**src/bpts_defines.vh**
```
// Purpose: constants for the backup power timestamp block
// Assumes: apb byte addresses, 8-bit registers in low bits of a word
// Notes: offsets 0x18..0x1f are register indices, byte address = 4x
`ifndef BPTS_DEFINES_VH
`define BPTS_DEFINES_VH
`define BPTS_IDX_PD_MIN 8'h18
`define BPTS_IDX_PD_HOUR 8'h19
`define BPTS_IDX_PD_DATE 8'h1a
`define BPTS_IDX_PD_MTH 8'h1b
`define BPTS_IDX_PU_MIN 8'h1c
`define BPTS_IDX_PU_HOUR 8'h1d
`define BPTS_IDX_PU_DATE 8'h1e
`define BPTS_IDX_PU_MTH 8'h1f
`define BPTS_IDX_CTRL 8'h20
`define BPTS_IDX_STAT 8'h21
`define BPTS_IDX_IRQ_STAT 8'h22
`define BPTS_IDX_IRQ_MASK 8'h23
`define BPTS_CTRL_VBAT_BIT 0
`define BPTS_CTRL_CRS_BIT 1
`define BPTS_CTRL_SQW_BIT 2
`define BPTS_STAT_FAIL_BIT 0
`define BPTS_STAT_BACKUP_BIT 1
`define BPTS_STAT_OSC_BIT 2
`define BPTS_IRQ_DOWN_BIT 0
`define BPTS_IRQ_UP_BIT 1
`define BPTS_MIN_MASK 8'h7f
`define BPTS_HOUR_MASK 8'h7f
`define BPTS_DATE_MASK 8'h3f
`define BPTS_MTH_MASK 8'hff
`define BPTS_RST_BYTE 8'h00
`define BPTS_RST_WORD 32'h0000_0000
`endif

```
**src/bpts_top.v**
```verilog
// Purpose: supply switchover and power-fail timestamp logic with apb access
// Assumes: supply comparator and oscillator status arrive asynchronously
// Notes: serial port, alarms, trim arithmetic live outside this block
//
// Register access over APB was left to the implementer.
`timescale 1ns/1ps
`include "bpts_defines.vh"
module bpts_top (
    input wire clock,
    input wire resetn,
    input wire psel,
    input wire penable,
    input wire pwrite,
    input wire [31:0] paddr,
    input wire [31:0] pwdata,
    output reg [31:0] prdata,
    output reg pready,
    output reg pslverr,
    input wire main_below_threshold,
    input wire oscillator_running,
    input wire [7:0] live_minutes,
    input wire [7:0] live_hours,
    input wire [7:0] live_date,
    input wire [7:0] live_month,
    input wire square_wave_in,
    input wire coarse_trim_wave_in,
    output reg core_on_backup,
    output reg serial_enable,
    output reg watchdog_enable,
    output reg event_detect_enable,
    output reg timekeeping_enable,
    output reg clock_output_pin,
    output reg irq
);
    // three-stage synchronisers for asynchronous supply and oscillator status
    reg [2:0] below_sync_reg;
    reg [2:0] osc_sync_reg;
    reg below_state_reg;
    reg osc_state_reg;
    reg backup_supply_enable_reg;
    reg coarse_trim_enable_reg;
    reg square_wave_enable_reg;
    reg power_fail_flag_reg;
    reg [7:0] stamp_reg [0:7];
    reg [1:0] irq_stat_reg;
    reg [1:0] irq_mask_reg;
    reg prev_backup_reg;
    // up stamp is owed only to an outage whose down stamp was logged
    reg up_pending_reg;
    wire apb_access;
    wire apb_write;
    wire [7:0] idx;
    wire addr_ok;
    wire go_backup;
    wire go_down;
    wire go_up;
    wire clear_fail;
    reg [31:0] rd_next;
    integer i;

    function is_stamp;
        input [7:0] a;
        begin
            is_stamp = (a >= `BPTS_IDX_PD_MIN) && (a <= `BPTS_IDX_PU_MTH);
        end
    endfunction

    function [7:0] stamp_mask;
        input [1:0] field;
        begin
            case (field)
                2'd0: stamp_mask = `BPTS_MIN_MASK;
                2'd1: stamp_mask = `BPTS_HOUR_MASK;
                2'd2: stamp_mask = `BPTS_DATE_MASK;
                default: stamp_mask = `BPTS_MTH_MASK;
            endcase
        end
    endfunction

    assign apb_access = psel && penable;
    assign apb_write = apb_access && pwrite;
    assign idx = paddr[9:2];
    assign addr_ok = (paddr[1:0] == 2'b00) && (paddr[31:10] == 22'd0) &&
        (is_stamp(idx) || idx == `BPTS_IDX_CTRL || idx == `BPTS_IDX_STAT ||
        idx == `BPTS_IDX_IRQ_STAT || idx == `BPTS_IDX_IRQ_MASK);

    // disabled backup leaves the core on main: its state is undefined anyway
    assign go_backup = below_state_reg && backup_supply_enable_reg;
    assign go_down = go_backup && !prev_backup_reg;
    assign go_up = !go_backup && prev_backup_reg;
    assign clear_fail = apb_write && idx == `BPTS_IDX_STAT && addr_ok &&
        !pwdata[`BPTS_STAT_FAIL_BIT];

    always @(posedge clock or negedge resetn)
    begin
        if (!resetn)
        begin
            below_sync_reg <= 3'b000;
            osc_sync_reg <= 3'b000;
            below_state_reg <= 1'b0;
            osc_state_reg <= 1'b0;
        end
        else
        begin
            below_sync_reg <= {below_sync_reg[1:0], main_below_threshold};
            osc_sync_reg <= {osc_sync_reg[1:0], oscillator_running};
            // change counts once second and third stages agree
            if (below_sync_reg[1] == below_sync_reg[2])
                below_state_reg <= below_sync_reg[2];
            if (osc_sync_reg[1] == osc_sync_reg[2])
                osc_state_reg <= osc_sync_reg[2];
        end
    end

    always @(posedge clock or negedge resetn)
    begin
        if (!resetn)
        begin
            prev_backup_reg <= 1'b0;
            core_on_backup <= 1'b0;
            serial_enable <= 1'b0;
            watchdog_enable <= 1'b0;
            event_detect_enable <= 1'b0;
            timekeeping_enable <= 1'b0;
            clock_output_pin <= 1'b0;
        end
        else
        begin
            prev_backup_reg <= go_backup;
            core_on_backup <= go_backup;
            // timekeeping, alarms and trim run from either supply
            timekeeping_enable <= 1'b1;
            serial_enable <= !go_backup;
            watchdog_enable <= !go_backup;
            event_detect_enable <= !go_backup;
            if (go_backup || !square_wave_enable_reg)
                clock_output_pin <= 1'b0;
            else if (coarse_trim_enable_reg)
                clock_output_pin <= coarse_trim_wave_in;
            else
                clock_output_pin <= square_wave_in;
        end
    end

    // control, flag, stamps and interrupt state
    always @(posedge clock or negedge resetn)
    begin
        if (!resetn)
        begin
            backup_supply_enable_reg <= 1'b0;
            coarse_trim_enable_reg <= 1'b0;
            square_wave_enable_reg <= 1'b0;
            power_fail_flag_reg <= 1'b0;
            up_pending_reg <= 1'b0;
            irq_stat_reg <= 2'b00;
            irq_mask_reg <= 2'b00;
            for (i = 0; i < 8; i = i + 1)
                stamp_reg[i] <= `BPTS_RST_BYTE;
        end
        else
        begin
            if (apb_write && addr_ok)
            begin
                if (idx == `BPTS_IDX_CTRL)
                begin
                    backup_supply_enable_reg <=
                        pwdata[`BPTS_CTRL_VBAT_BIT];
                    coarse_trim_enable_reg <= pwdata[`BPTS_CTRL_CRS_BIT];
                    square_wave_enable_reg <= pwdata[`BPTS_CTRL_SQW_BIT];
                end
                if (idx == `BPTS_IDX_IRQ_MASK)
                    irq_mask_reg <= pwdata[1:0];
                if (is_stamp(idx))
                    stamp_reg[idx[2:0]] <= pwdata[7:0] &
                        stamp_mask(idx[1:0]);
            end
            if (clear_fail)
            begin
                power_fail_flag_reg <= 1'b0;
                up_pending_reg <= 1'b0;
                for (i = 0; i < 8; i = i + 1)
                    stamp_reg[i] <= `BPTS_RST_BYTE;
            end
            // logging only while flag clear; a capture beats a clear
            if (go_down && !power_fail_flag_reg)
            begin
                stamp_reg[0] <= live_minutes & `BPTS_MIN_MASK;
                stamp_reg[1] <= live_hours & `BPTS_HOUR_MASK;
                stamp_reg[2] <= live_date & `BPTS_DATE_MASK;
                stamp_reg[3] <= live_month;
                power_fail_flag_reg <= 1'b1;
                up_pending_reg <= 1'b1;
            end
            // power-up stamp pairs with the down stamp of the same outage
            if (go_up && up_pending_reg && !clear_fail)
            begin
                up_pending_reg <= 1'b0;
                stamp_reg[4] <= live_minutes & `BPTS_MIN_MASK;
                stamp_reg[5] <= live_hours & `BPTS_HOUR_MASK;
                stamp_reg[6] <= live_date & `BPTS_DATE_MASK;
                stamp_reg[7] <= live_month;
            end
            irq_stat_reg[`BPTS_IRQ_DOWN_BIT] <= go_down ||
                (irq_stat_reg[`BPTS_IRQ_DOWN_BIT] && !(apb_write &&
                addr_ok && idx == `BPTS_IDX_IRQ_STAT &&
                pwdata[`BPTS_IRQ_DOWN_BIT]));
            irq_stat_reg[`BPTS_IRQ_UP_BIT] <= go_up ||
                (irq_stat_reg[`BPTS_IRQ_UP_BIT] && !(apb_write &&
                addr_ok && idx == `BPTS_IDX_IRQ_STAT &&
                pwdata[`BPTS_IRQ_UP_BIT]));
        end
    end

    always @*
    begin
        rd_next = `BPTS_RST_WORD;
        if (is_stamp(idx))
            rd_next = {24'd0, stamp_reg[idx[2:0]]};
        else if (idx == `BPTS_IDX_CTRL)
            rd_next = {29'd0, square_wave_enable_reg,
                coarse_trim_enable_reg, backup_supply_enable_reg};
        else if (idx == `BPTS_IDX_STAT)
            rd_next = {29'd0, osc_state_reg, go_backup,
                power_fail_flag_reg};
        else if (idx == `BPTS_IDX_IRQ_STAT)
            rd_next = {30'd0, irq_stat_reg};
        else if (idx == `BPTS_IDX_IRQ_MASK)
            rd_next = {30'd0, irq_mask_reg};
    end

    // no wait state: answer registered in the setup phase
    always @(posedge clock or negedge resetn)
    begin
        if (!resetn)
        begin
            pready <= 1'b0;
            pslverr <= 1'b0;
            prdata <= `BPTS_RST_WORD;
            irq <= 1'b0;
        end
        else
        begin
            irq <= |(irq_stat_reg & irq_mask_reg);
            pready <= psel && !penable;
            pslverr <= psel && !penable && !addr_ok;
            if (psel && !penable && !pwrite && addr_ok)
                prdata <= rd_next;
            else
                prdata <= `BPTS_RST_WORD;
        end
    end
endmodule // bpts_top

```
**config.mk**
```make
export PLATFORM = sky130hd
export DESIGN_NAME = bpts_top
export DESIGN_NICKNAME = d
export VERILOG_FILES = /design/src/bpts_top.v
export VERILOG_INCLUDE_DIRS = /design/src
export SDC_FILE = /design/constraint.sdc
export NUM_CORES = 1
export LEC_CHECK = 0
export BUFFER_PORTS_ARGS = -buffer_cell sky130_fd_sc_hd__clkbuf_2
export CAP_MARGIN = 10
export CORE_ASPECT_RATIO = 1.25
export CORE_MARGIN = 5
export CORE_UTILIZATION = 50
export DETAILED_ROUTE_END_ITERATION = 6
export PLACE_DENSITY = 0.76
export SYNTH_ARGS = -nofsm -noshare
export SYNTH_HDL_FRONTEND = slang
export SYNTH_SLANG_ARGS = --single-unit
```
**constraint.sdc**
```tcl
create_clock -name clock -period 4.6 [get_ports clock]
set_input_delay 0.46 -clock clock [delete_from_list [all_inputs] [get_ports clock]]
set_output_delay 0.46 -clock clock [all_outputs]
set_load 0.01 [all_outputs]
```
==> impl_metrics.env <==
export IMPL_status="finished with violations"
export IMPL_violations="design-rule violations"
export IMPL_gp_congestion=0.918
export IMPL_regArea_um2=2400
export IMPL_hold_viol_final=0
export IMPL_synth_top_flop_cell="dfrtp_1"
export IMPL_gr_total_overflow=0
export IMPL_numCtsBuffers=9
export IMPL_synth_cell_types=54
export IMPL_critPathMaxFanout=30
export IMPL_avgSynthCellArea_um2=10.2
export IMPL_htreeDepth=3
export IMPL_clk_pin_slew_ns=0.07
export IMPL_initial_utilization_pct=50.6
export IMPL_cap_violations=0
export IMPL_rrSetupSlack_ns=2.52
export IMPL_cts_resized=0
export IMPL_arrival_ns=3.15
export IMPL_multiInputGateArea_um2=2410
export IMPL_yosysSeqAreaShare_pct=47.5
export IMPL_ios=146
export IMPL_root_buffer="clkbuf_16"
export IMPL_ir_worst_vdd_mv=0.166
export IMPL_vias=4338
export IMPL_yosysTopAreaCellShare_pct=47.5
export IMPL_routed_wl_um=14700
export IMPL_fin_cells=707
export IMPL_rsz0062_at_grt="false"
export IMPL_grtUsageTotal_pct=24.6
export IMPL_cp_cell_sequence="clkbuf_2 > or3b_1 > nor4b_4 > nor3b_2 > buf_4 > o21ai_1 > mux2_2"
export IMPL_largest_register_ffs=64
export IMPL_whs_ns=0.135
export IMPL_rows=41
export IMPL_die_w_um=100
export IMPL_die_h_um=122
export IMPL_synth_edff_count=0
export IMPL_skew_ns=0.00772
export IMPL_grt_pass1_wl_um=23000
export IMPL_post_dp_hpwl_um=10100
export IMPL_syn_inst=497
export IMPL_clkLatencyLatePin_ns=0.35
export IMPL_cpPeakStageDelay_ns=0.75
export IMPL_startpoint="paddr[3]"
export IMPL_worstPathRequired_ns=4.83
export IMPL_setup_viol=0
export IMPL_cts_path_max_buffers=2
export IMPL_cp_start_kind="input port"
export IMPL_finalCritPeriodShare_pct=63.6
export IMPL_fin_ws_ns=1.68
export IMPL_p_total_mw=1.74
export IMPL_grt_max_degree=51
export IMPL_reg2regPathDepth=5
export IMPL_detail_route_vias_per_cell=6.14
export IMPL_dp_cells=691
export IMPL_post_drt_wl_per_cell_um=20.7
export IMPL_first_global_vias=4425
export IMPL_synth_top_area_cell="dfrtp_1"
export IMPL_r2r_end="stamp_reg[2]"
export IMPL_cp_end_kind="flip-flop"
export IMPL_drc=2
export IMPL_hold_path_class="input port to async pin"
export IMPL_max_freq_mhz=342
export IMPL_setup_tns_ns=0
export IMPL_ys_warn_count=0
export IMPL_cts_num_sinks=96
export IMPL_leakagePower_nw=2.56
export IMPL_synth_seq_cells=96
export IMPL_synthArstFlopShare_pct=100
export IMPL_reg2reg_from="backup_supply_enable_reg"
export IMPL_tritoncts="built"
export IMPL_fill_cells=911
export IMPL_slew_headroom_pct=36.6
export IMPL_slew_viol_final=0
export IMPL_antenna_cells=0
export IMPL_postCtsSetupBuffers=0
export IMPL_layout_drive_gt1_share_pct=29.8
export IMPL_layout_min_cycle_time_ns=2.92
export IMPL_dp_slack_ns=1.39
export IMPL_worst_slew_pin_slew_ns=0.944
export IMPL_yosys_top_cells_area="dfrtp_1 47%, mux2i_1 5.3%, o221a_2 5.3%, nor2_1 4.6%, buf_4 4.2%"
export IMPL_antenna_left=0
export IMPL_syn_cell_area_um2=5060
export IMPL_final_nets=678
export IMPL_postCtsHoldBufs=0
export IMPL_cp_slowest_cell="or3b_1"
export IMPL_drt_iter0_drc=411
export IMPL_core_um2=10000
export IMPL_dr_pass1_iters=7
export IMPL_dieArea_um2=12200
export IMPL_crit_type="input port to flip-flop"
export IMPL_power_density_nw_per_um2=301
export IMPL_antenna_found_initial=0
export IMPL_port_buffers=93
export IMPL_area_growth_pct=14.2
[where the power goes]
group          switching, mW  internal (mW)  leakage [nW]  total (mW)
sequential            0.0110          0.862          1.24       0.873
combinational         0.0904         0.0592          1.18       0.150
clock                  0.321          0.394         0.141       0.715
total                  0.422           1.32          2.56        1.74
[cells in the mapped netlist (4+ instances only)]
| master | n |
|---|---|
| mux2i_1 | 27 |
| mux2_2 | 11 |
| a31oi_1 | 4 |
| buf_4 | 28 |
| buf_2 | 5 |
| o21ai_1 | 12 |
| nor4_1 | 9 |
| a21oi_1 | 10 |
| o22a_1 | 5 |
| o221a_2 | 24 |
| nor3b_1 | 8 |
| buf_1 | 6 |
| nor4_2 | 5 |
| nor3_1 | 7 |
| nor2b_1 | 5 |
| o221ai_1 | 6 |
| clkbuf_1 | 16 |
| nor2_1 | 62 |
| o21ai_2 | 4 |
| nand3b_1 | 5 |
| nand2_1 | 40 |
| nand3_1 | 13 |
| o22ai_1 | 15 |
| dfrtp_1 | 96 |
| o21ai_0 | 21 |
| inv_1 | 7 |
[final cells by class]
type | instances | share of cell area, %
tap | 129 | 2.79
sequential | 96 | 41.6
clock inverter | 5 | 0.541
multi-input combinational | 362 | 41.6
timing repair buffer | 97 | 8.62
clock buffer | 11 | 4.37
inverter | 7 | 0.455
[cell families after synthesis]
family / count (synthesis) / share of synthesized area (%)
flops: 96 / 47.5
mux: 40 / 8.68
simple gates: 184 / 20.4
other cells: 2 / 0.148
compound gates: 111 / 16.1
fa+ha+maj: 2 / 0.396
buf+inv: 62 / 6.80
[critical path, delay by kind of cell]
kind / cells / cell delay [ns]
and+or+nand+nor: 3 / 1.60
buffers and inverters: 2 / 0.67
muxes: 1 / 0.27
AOI/OAI and AO/OA: 1 / 0.14
[layout by cell type, fill, tap and decap left out, drive strengths merged, types with 3 or more instances in the layout]
cell type and instances:
clkbuf 103, dfrtp 96, nor2 62, nand2 40, o21ai 37, mux2i 27
conb 25, o221a 24, nor4 17, o22ai 15, nand3 13, mux2 11
a21oi 10, nor3b 9, inv 7, nor3 7, o221ai 6, nor2b 5
nand3b 5, o22a 5, buf 5, a31oi 4, or3 4, nand4 4
clkinv 4, nand2b 3, a211oi 3, or3b 3
[routing by layer]
layer / global-route usage (%) / routed length, um / vias to the layer above
li1: - / - / 1932
met3: 4.32 / 1180 / 41
met5: 0 / 0 / -
met4: 10.6 / 524 / 0
met2: 42.0 / 7380 / 234
met1: 30.5 / 5570 / 2131
[worst max path at each step]
stage              endpoint  cells after the start  slack [ns]
2_1_floorplan  stamp_reg[0]                      7        2.28
3_3_place_gp   stamp_reg[0]                      7        1.45
3_5_place_dp   stamp_reg[0]                      7        1.39
4_1_cts        stamp_reg[0]                      7        1.74
5_1_grt        stamp_reg[0]                      7        1.53
6_report       stamp_reg[0]                      7        1.68
[through the flow]
stage,utilization [%],cell area [um^2]
6_report,57.8,5780
4_1_cts,57.8,5780
2_1_floorplan,-,5150
5_1_grt,57.8,5780
3_5_place_dp,54.9,5490
3_3_place_gp,54.9,5490
(Power assumes the default switching activity.)
